### config.mk
export PLATFORM = sky130hd
export DESIGN_NAME = cmc_mode_ctrl
export DESIGN_NICKNAME = d
export VERILOG_FILES = /design/src/cmc_pkg.sv /design/src/cmc_idle_det.sv /design/src/cmc_wake_filt.sv /design/src/cmc_mode_ctrl.sv
export SDC_FILE = /design/constraint.sdc
export NUM_CORES = 1
export LEC_CHECK = 0
export BUFFER_PORTS_ARGS = -buffer_cell sky130_fd_sc_hd__buf_2
export CAP_MARGIN = 0
export CELL_PAD_IN_SITES_DETAIL_PLACEMENT = 2
export CELL_PAD_IN_SITES_GLOBAL_PLACEMENT = 2
export CORE_ASPECT_RATIO = 1.25
export CORE_UTILIZATION = 34
export DETAILED_ROUTE_END_ITERATION = 8
export PLACE_DENSITY = 0.82
export REMOVE_ABC_BUFFERS = 1
export SYNTH_ARGS = -nofsm -noshare
export SYNTH_HDL_FRONTEND = slang
export SYNTH_SLANG_ARGS = --single-unit
export TNS_END_PERCENT = 5
### constraint.sdc
create_clock -name aclk -period 2.75 [get_ports aclk]
set_input_delay 0.825 -clock aclk [delete_from_list [all_inputs] [get_ports aclk]]
set_output_delay 0.825 -clock aclk [all_outputs]
set_load 0.05 [all_outputs]
### src/cmc_pkg.sv
// package: constants, register map and mode codes of the can mode controller
package cmc_pkg;
  // timing
  localparam int CLK_PERIOD_PS = 5000;
  localparam int BIT_TIME_NS = 1000;
  localparam int BIT_CYCLES = (BIT_TIME_NS * 1000) / CLK_PERIOD_PS;
  localparam int IDLE_BITS = 11;
  localparam int WAKE_FILT_NS = 100;
  localparam int WAKE_FILT_CYCLES = (WAKE_FILT_NS * 1000 + CLK_PERIOD_PS - 1) / CLK_PERIOD_PS;
  // register byte offsets
  localparam logic [7:0] ADDR_CTRL = 8'h00;
  localparam logic [7:0] ADDR_CFG2 = 8'h04;
  localparam logic [7:0] ADDR_FILT = 8'h08;
  localparam logic [7:0] ADDR_TXCTL = 8'h0C;
  localparam logic [7:0] ADDR_ISTAT = 8'h10;
  localparam logic [7:0] ADDR_IMASK = 8'h14;
  localparam logic [7:0] ADDR_ERRCNT = 8'h18;
  localparam logic [7:0] ADDR_RXBUF = 8'h1C;
  // field positions
  localparam int REQ_LSB = 8;
  localparam int STAT_LSB = 5;
  localparam int WAKE_FILTER_BIT = 14;
  localparam int TX_REQUEST_BIT = 0;
  localparam int TX_ABORTED_BIT = 1;
  localparam int IRQ_WAKE = 0;
  localparam int IRQ_ABORT = 1;
  localparam int IRQ_MODE = 2;
  localparam int IRQ_CAPT = 3;
  localparam int IRQ_W = 4;
  // mode codes, shared by request and status fields
  typedef enum logic [2:0] {
    CMC_NORMAL = 3'b000,
    CMC_DISABLE = 3'b001,
    CMC_LOOPBACK = 3'b010,
    CMC_LISTEN = 3'b011,
    CMC_CONFIG = 3'b100,
    CMC_LISTEN_ALL = 3'b111
  } cmc_mode_e;
  // reset values
  localparam cmc_mode_e MODE_RST = CMC_CONFIG;
  localparam logic [31:0] CFG2_RST = 32'h0000_0000;
  localparam logic [31:0] FILT_RST = 32'h0000_0000;
  localparam logic [IRQ_W-1:0] IMASK_RST = 4'h0;
  // axi responses
  localparam logic [1:0] RESP_OKAY = 2'b00;
  localparam logic [1:0] RESP_SLVERR = 2'b10;
endpackage

### src/cmc_idle_det.sv
// bus idle detector: counts consecutive recessive bit samples
`timescale 1ns/1ps
module cmc_idle_det #(
  parameter int IDLE_BITS = cmc_pkg::IDLE_BITS
) (
  // clock and reset
  input wire logic aclk,
  input wire logic aresetn,
  // bit sampling
  input wire logic bit_tick,
  input wire logic clear,
  input wire logic rx_bit,
  // result
  output logic idle
);
  localparam int CW = $clog2(IDLE_BITS + 1);
  localparam logic [CW-1:0] FULL = CW'(IDLE_BITS);
  logic [CW-1:0] cnt_q;
  logic [CW-1:0] cnt_d;

  // a dominant bit or a mode change restarts the count
  assign cnt_d = (clear || (bit_tick && !rx_bit)) ? '0 :
                 (bit_tick && cnt_q != FULL) ? cnt_q + CW'(1) : cnt_q;
  assign idle = (cnt_q == FULL);

  // counter register
  always_ff @(posedge aclk) begin
    if (!aresetn) begin
      cnt_q <= '0;
    end else begin
      cnt_q <= cnt_d;
    end
  end
endmodule

### src/cmc_wake_filt.sv
// low-pass filter on the receive line, bypassed when not enabled
`timescale 1ns/1ps
module cmc_wake_filt #(
  parameter int FILT_CYCLES = cmc_pkg::WAKE_FILT_CYCLES
) (
  // clock and reset
  input wire logic aclk,
  input wire logic aresetn,
  // line
  input wire logic enable,
  input wire logic rx_raw,
  output logic rx_out
);
  localparam int CW = $clog2(FILT_CYCLES + 1);
  localparam logic [CW-1:0] LAST = CW'(FILT_CYCLES - 1);
  logic [CW-1:0] cnt_q;
  logic filt_q;

  // output follows only a level that stood for the whole filter time
  always_ff @(posedge aclk) begin
    if (!aresetn) begin
      cnt_q <= '0;
      filt_q <= 1'b1;
    end else if (rx_raw == filt_q) begin
      cnt_q <= '0;
    end else if (cnt_q == LAST) begin
      cnt_q <= '0;
      filt_q <= rx_raw;
    end else begin
      cnt_q <= cnt_q + CW'(1);
    end
  end

  assign rx_out = enable ? filt_q : rx_raw;
endmodule

### src/cmc_mode_ctrl.sv
// can operating-mode controller with axi4-lite register slave
//
// Overview of operation
// - request field 10:8, status field 7:5
// - mode changes out of an active mode only after 11 recessive bits
// - config mode: no traffic, counters cleared
// - protected registers writable only in config
// - config entry waits for transmission end
// - disable: silent, wake flag, counters kept
// - code 001 enters disable after idle
// - disable releases both pins to port
// - wake filter on receive when enabled
// - new transmission waits idle, disable aborts
// - code 000 normal mode owns pins
// - listen-only passive, counters off, tx released
// - code 111 ignores errors, captures assembly buffer
// - loopback ties internal tx to rx
`timescale 1ns/1ps
module cmc_mode_ctrl #(
  parameter int BIT_CYCLES = cmc_pkg::BIT_CYCLES,
  parameter int IDLE_BITS = cmc_pkg::IDLE_BITS
) (
  // clock and reset
  input wire logic aclk,
  input wire logic aresetn,
  // axi4-lite write address, data and response
  input wire logic [7:0] s_axi_awaddr,
  input wire logic [2:0] s_axi_awprot,
  input wire logic s_axi_awvalid,
  output logic s_axi_awready,
  input wire logic [31:0] s_axi_wdata,
  input wire logic [3:0] s_axi_wstrb,
  input wire logic s_axi_wvalid,
  output logic s_axi_wready,
  output logic [1:0] s_axi_bresp,
  output logic s_axi_bvalid,
  input wire logic s_axi_bready,
  // axi4-lite read
  input wire logic [7:0] s_axi_araddr,
  input wire logic [2:0] s_axi_arprot,
  input wire logic s_axi_arvalid,
  output logic s_axi_arready,
  output logic [31:0] s_axi_rdata,
  output logic [1:0] s_axi_rresp,
  output logic s_axi_rvalid,
  input wire logic s_axi_rready,
  // can pins and port ownership
  input wire logic bus_receive_pin,
  output logic bus_transmit_pin_out,
  output logic bus_transmit_pin_oe,
  output logic tx_pin_owned,
  output logic rx_pin_owned,
  // protocol engine side
  input wire logic core_tx_bit,
  input wire logic core_tx_active,
  input wire logic core_err,
  input wire logic core_err_tx,
  input wire logic core_err_rx,
  input wire logic core_rx_frame,
  input wire logic [31:0] core_asm_data,
  output logic core_rx_bit,
  output logic core_tx_start,
  output logic core_ack_en,
  // system
  input wire logic sleep_req,
  output logic irq
);
  localparam int DW = $clog2(BIT_CYCLES);
  localparam logic [DW-1:0] DIV_LAST = DW'(BIT_CYCLES - 1);

  cmc_pkg::cmc_mode_e mode_q, mode_d;
  logic [2:0] req_q;
  logic [31:0] cfg2_q, filt_q, rxbuf_q;
  logic [7:0] tec_q, rec_q;
  logic [cmc_pkg::IRQ_W-1:0] ist_q, imask_q, ist_set;
  logic tx_pend_q, tx_abort_q, rxpin_q, txpin_q, rxint_q;
  logic [DW-1:0] div_q;
  logic aw_q, w_q, bvalid_q, rvalid_q;
  logic [7:0] awaddr_q;
  logic [31:0] wdata_q, rdata_q;
  logic [3:0] wstrb_q;
  logic [1:0] bresp_q, rresp_q;

  // mode decode: who may talk, who owns which pin
  logic legal_req, active, tx_cap, own_tx, own_rx, cnt_on, cfg_mode;
  always_comb begin
    legal_req = 1'b1;
    unique case (req_q)
      3'b000, 3'b001, 3'b010, 3'b011, 3'b100, 3'b111: legal_req = 1'b1;
      default: legal_req = 1'b0;
    endcase
    unique case (mode_q)
      cmc_pkg::CMC_NORMAL: {active, tx_cap, own_tx, own_rx, cnt_on} = 5'b11111;
      cmc_pkg::CMC_LISTEN_ALL: {active, tx_cap, own_tx, own_rx, cnt_on} = 5'b10010;
      cmc_pkg::CMC_LISTEN: {active, tx_cap, own_tx, own_rx, cnt_on} = 5'b10010;
      cmc_pkg::CMC_LOOPBACK: {active, tx_cap, own_tx, own_rx, cnt_on} = 5'b11001;
      cmc_pkg::CMC_DISABLE: {active, tx_cap, own_tx, own_rx, cnt_on} = 5'b00000;
      cmc_pkg::CMC_CONFIG: {active, tx_cap, own_tx, own_rx, cnt_on} = 5'b00000;
      default: {active, tx_cap, own_tx, own_rx, cnt_on} = 5'b00000;
    endcase
  end
  assign cfg_mode = (mode_q == cmc_pkg::CMC_CONFIG);

  // bit-rate enable from the clock divider
  wire bit_tick = (div_q == DIV_LAST);

  // receive path: filter only while sleeping, pin sampled into a flop
  wire rx_filt;
  wire bus_idle;
  cmc_wake_filt u_filt (
    .aclk(aclk),
    .aresetn(aresetn),
    .enable(cfg2_q[cmc_pkg::WAKE_FILTER_BIT] && sleep_req),
    .rx_raw(bus_receive_pin),
    .rx_out(rx_filt)
  );

  // mode switch: idle bus when active, legal code, never into config mid-frame
  wire mode_chg = legal_req && (req_q != mode_q) && (!active || bus_idle)
                  && !(req_q == cmc_pkg::CMC_CONFIG && core_tx_active);
  assign mode_d = mode_chg ? cmc_pkg::cmc_mode_e'(req_q) : mode_q;

  // restart the idle count on mode entry so a fresh request in an active mode waits 11 bits
  cmc_idle_det #(.IDLE_BITS(IDLE_BITS)) u_idle (
    .aclk(aclk),
    .aresetn(aresetn),
    .bit_tick(bit_tick),
    .clear(mode_chg),
    .rx_bit(rx_filt),
    .idle(bus_idle)
  );

  // transmission start and abort
  wire to_disable = mode_chg && (req_q == cmc_pkg::CMC_DISABLE);
  assign core_tx_start = tx_pend_q && tx_cap && bus_idle && !core_tx_active && !mode_chg;
  wire abort_ev = tx_pend_q && to_disable;
  wire wake_ev = (mode_q == cmc_pkg::CMC_DISABLE) && rxpin_q && !rx_filt;
  wire capt_ev = core_err && (mode_q == cmc_pkg::CMC_LISTEN_ALL);
  assign ist_set = {capt_ev, mode_chg, abort_ev, wake_ev};

  // axi decode; writes land once both address and data are held
  wire wr_go = aw_q && w_q && !bvalid_q;
  wire rd_go = s_axi_arvalid && s_axi_arready;
  wire wr_prot = (awaddr_q == cmc_pkg::ADDR_CFG2) || (awaddr_q == cmc_pkg::ADDR_FILT)
                 || (awaddr_q == cmc_pkg::ADDR_IMASK);
  wire wr_known = wr_prot || (awaddr_q == cmc_pkg::ADDR_CTRL)
                  || (awaddr_q == cmc_pkg::ADDR_TXCTL) || (awaddr_q == cmc_pkg::ADDR_ISTAT);
  wire wr_ok = wr_go && wr_known && (!wr_prot || cfg_mode);
  wire [31:0] wmask = {{8{wstrb_q[3]}}, {8{wstrb_q[2]}}, {8{wstrb_q[1]}}, {8{wstrb_q[0]}}};
  wire [31:0] wbits = wdata_q & wmask;
  wire wr_ctrl = wr_ok && (awaddr_q == cmc_pkg::ADDR_CTRL);
  wire wr_tx = wr_ok && (awaddr_q == cmc_pkg::ADDR_TXCTL) && wbits[cmc_pkg::TX_REQUEST_BIT];
  wire wr_ist = wr_ok && (awaddr_q == cmc_pkg::ADDR_ISTAT);

  // read mux; status field mirrors the accepted mode
  logic [31:0] rd_mux;
  logic rd_known;
  always_comb begin
    rd_mux = 32'h0000_0000;
    rd_known = 1'b1;
    unique case (s_axi_araddr)
      cmc_pkg::ADDR_CTRL: begin
        rd_mux[cmc_pkg::REQ_LSB +: 3] = req_q;
        rd_mux[cmc_pkg::STAT_LSB +: 3] = mode_q;
      end
      cmc_pkg::ADDR_CFG2: rd_mux = cfg2_q;
      cmc_pkg::ADDR_FILT: rd_mux = filt_q;
      cmc_pkg::ADDR_TXCTL: rd_mux[1:0] = {tx_abort_q, tx_pend_q};
      cmc_pkg::ADDR_ISTAT: rd_mux[cmc_pkg::IRQ_W-1:0] = ist_q;
      cmc_pkg::ADDR_IMASK: rd_mux[cmc_pkg::IRQ_W-1:0] = imask_q;
      cmc_pkg::ADDR_ERRCNT: rd_mux[15:0] = {rec_q, tec_q};
      cmc_pkg::ADDR_RXBUF: rd_mux = rxbuf_q;
      default: rd_known = 1'b0;
    endcase
  end

  // handshakes: one write and one read in flight
  assign s_axi_awready = !aw_q && !bvalid_q;
  assign s_axi_wready = !w_q && !bvalid_q;
  assign s_axi_arready = !rvalid_q;
  assign s_axi_bvalid = bvalid_q;
  assign s_axi_bresp = bresp_q;
  assign s_axi_rvalid = rvalid_q;
  assign s_axi_rdata = rdata_q;
  assign s_axi_rresp = rresp_q;

  // axi slave state
  always_ff @(posedge aclk) begin
    if (!aresetn) begin
      {aw_q, w_q, bvalid_q, rvalid_q} <= 4'h0;
      awaddr_q <= 8'h00;
      wdata_q <= 32'h0000_0000;
      wstrb_q <= 4'h0;
      bresp_q <= cmc_pkg::RESP_OKAY;
      rresp_q <= cmc_pkg::RESP_OKAY;
      rdata_q <= 32'h0000_0000;
    end else begin
      if (s_axi_awvalid && s_axi_awready) begin
        aw_q <= 1'b1;
        awaddr_q <= {s_axi_awaddr[7:2], 2'b00};
      end
      if (s_axi_wvalid && s_axi_wready) begin
        w_q <= 1'b1;
        wdata_q <= s_axi_wdata;
        wstrb_q <= s_axi_wstrb;
      end
      if (wr_go) begin
        {aw_q, w_q, bvalid_q} <= 3'b001;
        bresp_q <= wr_ok ? cmc_pkg::RESP_OKAY : cmc_pkg::RESP_SLVERR;
      end else if (bvalid_q && s_axi_bready) begin
        bvalid_q <= 1'b0;
      end
      if (rd_go) begin
        rvalid_q <= 1'b1;
        rdata_q <= rd_mux;
        rresp_q <= rd_known ? cmc_pkg::RESP_OKAY : cmc_pkg::RESP_SLVERR;
      end else if (rvalid_q && s_axi_rready) begin
        rvalid_q <= 1'b0;
      end
    end
  end

  // mode, configuration and interrupt registers
  always_ff @(posedge aclk) begin
    if (!aresetn) begin
      mode_q <= cmc_pkg::MODE_RST;
      req_q <= cmc_pkg::MODE_RST;
      cfg2_q <= cmc_pkg::CFG2_RST;
      filt_q <= cmc_pkg::FILT_RST;
      imask_q <= cmc_pkg::IMASK_RST;
      ist_q <= '0;
      div_q <= '0;
    end else begin
      mode_q <= mode_d;
      div_q <= bit_tick ? '0 : div_q + DW'(1);
      // request field stays writable so software can leave config mode
      if (wr_ctrl && wstrb_q[1]) req_q <= wdata_q[cmc_pkg::REQ_LSB +: 3];
      if (wr_ok && awaddr_q == cmc_pkg::ADDR_CFG2) cfg2_q <= (cfg2_q & ~wmask) | wbits;
      if (wr_ok && awaddr_q == cmc_pkg::ADDR_FILT) filt_q <= (filt_q & ~wmask) | wbits;
      if (wr_ok && awaddr_q == cmc_pkg::ADDR_IMASK) begin
        imask_q <= wbits[cmc_pkg::IRQ_W-1:0];
      end
      // set wins over write-one-to-clear; config mode leaves flags as they are
      ist_q <= (ist_q & ~(wr_ist ? wbits[cmc_pkg::IRQ_W-1:0] : '0)) | ist_set;
    end
  end
  assign irq = |(ist_q & imask_q);

  // transmit request and abort flags
  always_ff @(posedge aclk) begin
    if (!aresetn) begin
      tx_pend_q <= 1'b0;
      tx_abort_q <= 1'b0;
    end else begin
      if (abort_ev) begin
        tx_pend_q <= 1'b0;
        tx_abort_q <= 1'b1;
      end else if (core_tx_start) begin
        tx_pend_q <= 1'b0;
      end else if (wr_tx) begin
        tx_pend_q <= 1'b1;
        tx_abort_q <= 1'b0;
      end
    end
  end

  // error counters: cleared in config, frozen when disabled or listening
  always_ff @(posedge aclk) begin
    if (!aresetn) begin
      tec_q <= 8'h00;
      rec_q <= 8'h00;
    end else if (cfg_mode) begin
      tec_q <= 8'h00;
      rec_q <= 8'h00;
    end else if (cnt_on) begin
      if (core_err_tx && tec_q != 8'hFF) tec_q <= tec_q + 8'h01;
      if (core_err_rx && rec_q != 8'hFF) rec_q <= rec_q + 8'h01;
    end
  end

  // receive buffer: good frames, or partial frames on error in listen-all
  always_ff @(posedge aclk) begin
    if (!aresetn) begin
      rxbuf_q <= 32'h0000_0000;
    end else if (capt_ev || (core_rx_frame && active)) begin
      rxbuf_q <= core_asm_data;
    end
  end

  // pin path; both directions register so pins never glitch on mode change
  always_ff @(posedge aclk) begin
    if (!aresetn) begin
      rxpin_q <= 1'b1;
      txpin_q <= 1'b1;
      rxint_q <= 1'b1;
    end else begin
      rxpin_q <= rx_filt;
      txpin_q <= own_tx ? core_tx_bit : 1'b1;
      if (mode_q == cmc_pkg::CMC_LOOPBACK) rxint_q <= core_tx_bit;
      else if (own_rx) rxint_q <= rx_filt;
      else rxint_q <= 1'b1;
    end
  end
  assign core_rx_bit = rxint_q;
  assign bus_transmit_pin_out = txpin_q;
  assign bus_transmit_pin_oe = own_tx;
  assign tx_pin_owned = own_tx;
  assign rx_pin_owned = own_rx;
  assign core_ack_en = own_tx;
endmodule

; Yosys cells after proc, flatten, opt, wreduce, memory -nomap -nowiden
; Index checks and enable logic that the tools add are counted.
[totals]
regBits = 231
in_bits = 105
output_inout_bits = 49
[classes]
n_addsub = 5
n_eq_ne = 31
muxes = 25
n_bitwise = 12
reduce_logical = 81
[op_table]
columns = operator, n
row1 = AND 32 bit, 3
row2 = bitwise OR 32 bit, 2
row3 = one-hot mux 16 bit (3 select lines), 1
row4 = logical AND 1 bit, 38
row5 = "equality test 8 x 5 -> 1 bit, second input constant", 4
row6 = NOT 32 bit, 1
row7 = one-hot mux 6 bit (5 select lines), 1
row8 = "adder 8 x 1 -> 8 bit, second input constant", 3
row9 = one-hot mux 5 bit (4 select lines), 1
row10 = "equality test 8 x 4 -> 1 bit, second input constant", 2
row11 = zero test 8 bit, 2
row12 = 2-to-1 mux 1 bit, 16
row13 = "!= test 8 bit, second input constant", 2
row14 = one-hot mux 2 bit (7 select lines), 1
row15 = "equality test 3 x 2 -> 1 bit, second input constant", 4
row16 = "equality test 3 bit, second input constant", 4
row17 = "equality test 6 x 2 -> 1 bit, second input constant", 2
row18 = "equality test 6 x 3 -> 1 bit, second input constant", 2
row19 = one-hot mux 2 bit (6 select lines), 1
row20 = zero test 1 bit, 10
row21 = AND reduction 2 bit, 5
row22 = OR reduction 2 bit, 5
row23 = logical OR 1 bit, 9
row24 = OR reduction 3 bit, 3
row25 = 24 further kinds, 32

; Depth between registers and ports, before layout
[logic_depth]
depth_word = 13
ltp_mapped = 8

; By module
; A second synthesis with hierarchy kept.
[hier_totals]
hier_cells = 1118
area_unflattened_um2 = 9938.3
[by_module_without_submodules]
columns = mod, instances, cells_per_inst, area_each_um2, seq_area_each_um2
row1 = cmc_mode_ctrl, 1, 1068, 9456.6, 4384.2
row2 = cmc_wake_filt, 1, 28, 284.0, 120.1
row3 = cmc_idle_det, 1, 22, 197.7, 80.1

; Least setup slack after synthesis
; No wires, ideal clock.
[synth_timing]
path_kind = register -> output
from = reg mode_q[2]
to = out rx_pin_owned
arrival_ns = 2.259
required_ns = 1.925
slack_ns = -0.334
stages_incl_launch_ff = 4
path_buffers = 1
cell_sequence = dfxtp_1 -> buf_2 -> nor3_1 -> nand2b_1
[synth_via]
elab_chain_cells = 3
[synth_lines]
columns = element, line
row1 = "start, declared", cmc_mode_ctrl.sv:71  ; cmc_pkg::cmc_mode_e mode_q, mode_d;
row2 = "start signal, assigned", cmc_mode_ctrl.sv:226  ; mode_q <= cmc_pkg::MODE_RST;
row3 = "start signal, assigned", cmc_mode_ctrl.sv:234  ; mode_q <= mode_d;
row4 = equality test 3 bit (tied with other cells), cmc_mode_ctrl.sv:92  ; unique case (mode_q)
row5 = OR reduction 3 bit (no source line) (*), --
row6 = 2-to-1 mux 1 bit (*), cmc_mode_ctrl.sv:92
row7 = "end, declared", cmc_mode_ctrl.sv:52  ; output logic rx_pin_owned,
; Mark *: on every way between the ends. The rest lies on a longest branch, timed or not.

; Worst setup path after layout
[layout_timing]
from = reg req_q[0]
to = out core_tx_start
[layout_via]
elab_chain_cells = 8
[layout_lines]
columns = element, line
row1 = "start, declared", cmc_mode_ctrl.sv:72  ; logic [2:0] req_q;
row2 = "start signal, assigned", cmc_mode_ctrl.sv:227  ; req_q <= cmc_pkg::MODE_RST;
row3 = "start signal, assigned", cmc_mode_ctrl.sv:237  ; if (wr_ctrl && wstrb_q[1]) req_q <= wdata_q[cmc_pkg::REQ_LSB +: 3];
row4 = equality test 3 bit (tied with other cells), "cmc_mode_ctrl.sv:88, cmc_mode_ctrl.sv:120"
row5 = OR reduction 6 bit, cmc_mode_ctrl.sv:88  ; unique case (req_q)
row6 = 2-to-1 mux 1 bit, cmc_mode_ctrl.sv:88
row7 = logical AND 1 bit (2 in a row), cmc_mode_ctrl.sv:119  ; wire mode_chg = legal_req && (req_q != mode_q) && (!active || bus_idle)
row8 = logical AND 1 bit (*), cmc_mode_ctrl.sv:120  ; && !(req_q == cmc_pkg::CMC_CONFIG && core_tx_active);
row9 = zero test 1 bit (*), cmc_mode_ctrl.sv:135  ; assign core_tx_start = tx_pend_q && tx_cap && bus_idle && !core_tx_active && !mode_chg;
row10 = logical AND 1 bit (*), cmc_mode_ctrl.sv:135
row11 = "end, declared", cmc_mode_ctrl.sv:62  ; output logic core_tx_start,
; Marked as above.

==> impl_metrics.yaml <==
status:
  status: "finished, final reports clean"
routing:
  dr_total_vias: 8759
  drc_errors: 0
  wl_mm: 33.8
  postRouteAntennaNets: 0
  dr.pass1.iters: 4
  wire_per_inst_um: 20.1
  viasPerCell: 5.21
  drt_iter0_drc: 309
worst_setup_path:
  cp_top_family: "simple AND/OR/NAND/NOR gates"
  path_max_fanout: 7
  max_stage_delay_ns: 0.40
  crit_chain: "xnor2_2, a32oi_2, or3_4, inv_1, buf_6"
  arrival_ns: 1.85
  critPathKind: "reg2out"
  cp-start-kind: "flop"
  cp_slowest_cell: "or3_4"
  critPathBufInv: 2
  endpoint_kind: "output port"
  required_ns: 1.93
placed_design:
  place_inst: 1631
  place.port_buffers: 143
  gp_congestion: 0.857
  place_ws_ns: 0.0750
  hpwl_mm: 22.7
  post_dp_cell_area_um2: 11200
run:
  drv_cap: 0
yosys:
  synth_ff_type: "dfxtp_1"
  yosysWarnings: 0
  synth_edf_count: 0
  ys_seq_area_frac: 0.463
  ys_seq_elements: 229
  synth_cell_types: 59
  syn_avg_cell_area_um2: 8.71
  synthArstFlopShare: 0
  syn_inst: 1138
  synth_area_um2: 9910
power_and_ir_drop:
  p_per_area_nw_per_um2: 622
  power_frac_clock: 0.477
  p_leak_uw: 0.00454
  p_sw_frac: 0.243
  p_seq_frac: 0.455
  switching_power_uw: 1840
  ir_worst_vdd_mv: 0.320
  power_uw: 7540
  p_int_uw: 5700
  p_comb_frac: 0.068
sta:
  holdWs_ns: 0.452
  final-hold-violation-count: 0
  max_clock_freq_mhz: 374
  period_share: 0.973
  fin_crit_ns: 2.67
  setup_viol: 0
  worstMarginPinSlew_ns: 0.779
  postLayoutSetupSlackWorst_ns: 0.0752
  worst_clock_skew_ns: 0.0132
  slew_violations: 0
  maxSlewHeadroom: 0.476
finish:
  fin_area_um2: 12100
  instances_no_fill: 1681
  nets: 1382
  drive_gt1_frac: 0.196
  area_delta_synth_final_pct: 22.4
  antenna_cells: 0
  layout_commonest_cell: "nand2_1"
  final_cell_mix: "225 x nand2_1, 222 x dfxtp_1, 141 x buf_2"
clocking:
  numCtsBuffers: 26
  ctsHoldBuffers: 0
  clock_path_buffers: 3
  cts-root-buf: "clkbuf_16"
  cts.sinks: 229
  tritoncts: "done"
  htreeDepth: 1
  cts.clk_slew.worst_paths_ns: 0.06
  insertion_delay_ns: 0.54
global_routing:
  grt_max_degree: 88
  grt_usage: 0.228
  grt_pass1_wl_mm: 53.2
  grt_pass1_vias: 9671
  gr-total-overflow: 0
  antenna_found_initial: 0
floorplan:
  core_area_um2: 28600
  initial_utilization: 0.347
  num_rows: 69
  die_w_um: 155
  die_y_um: 193
  die_area_um2: 29800
  num_io_pins: 154
worst_hold_path:
  hold_class: "reg2reg"
==> path summary, 6_finish.rpt <==
path	slack, ns	end	start	depth (start not counted)
min	0.45	div_q[0]	div_q[0]	1
min reg2reg	0.45	div_q[0]	div_q[0]	1
max	0.08	core_tx_start	req_q[0]	5
max reg2reg	0.56	flop	mode_q[2]	6
==> cell families after synthesis <==
group                      after synthesis  share of synthesized area
AOI/OAI and AO/OA                      254                      0.172
xor gates and xnor gates                27                     0.0239
adders and majority gates                5                    0.00631
buffers and inverters                   91                     0.0400
DFF                                    229                      0.463
muxes                                   74                     0.0755
other                                    1                   0.000378
and+or+nand+nor                        457                      0.219
==> Yosys cell counts (5+ instances only) <==
master,instances,area share
o22ai_1,5,0.0032
nand2_1,225,0.085
nand3b_1,6,0.0045
clkbuf_1,47,0.018
nand2b_1,9,0.0057
ha_1,5,0.0063
inv_1,15,0.0057
mux2i_1,68,0.069
xor2_1,12,0.011
a221oi_1,5,0.0044
xnor2_1,15,0.013
buf_2,14,0.0071
a31oi_1,6,0.0038
nor2b_1,46,0.029
a22oi_1,25,0.019
buf_1,8,0.0030
or3_1,7,0.0044
and2_1,14,0.0088
nor3_1,11,0.0056
and3_1,7,0.0044
a22o_1,22,0.019
o21ai_0,78,0.039
nand3_1,59,0.030
a21oi_1,19,0.0096
mux2_2,6,0.0068
dfxtp_1,229,0.46
nor2_1,50,0.019
a21boi_0,77,0.058
==> power by group through the flow <==
stage	clock network [µW]	registers [µW]	logic, µW
2_1_floorplan	0	3520	211
3_3_place_gp	0	3500	499
3_5_place_dp	0	3510	515
4_1_cts	3660	3440	521
5_1_grt	3800	3440	560
6_report	3590	3430	513
==> stage by stage <==
step                      setup TNS (ns)  utilization
final                                  0        0.424
after global placement                 0        0.390
after CTS                              0        0.422
after floorplan                    -8.24            -
after detailed placement               0        0.390
after global routing             -0.0178        0.424
==> what timing repair did <==
item / in CTS / in global routing
endpoints found under the setup margin: 5 / 1
pin swaps: 0 / 1
setup buffers: 0 / 3
gates resized for setup: 10 / 11
==> metal layers <==
metal | global-route usage | routed length, µm | up-vias | share of wire
met4 | 0.0727 | 890 | 0 | 0.026
met3 | 0.0249 | 1070 | 64 | 0.032
met2 | 0.437 | 17900 | 163 | 0.53
li1 | - | - | 4181 | -
met1 | 0.264 | 13900 | 4351 | 0.41
met5 | 0 | 0 | - | 0
==> final cells by class <==
type | instances | area (µm²)
Clock inverter | 7 | 100
Tap cell | 390 | 488
Timing Repair Buffer | 181 | 1110
Inverter | 15 | 56.3
Multi-Input combinational cell | 819 | 4980
Fill cell | 3189 | 16400
Sequential cell | 229 | 4610
Clock buffer | 40 | 783
Power figures use the tool's default switching activity.
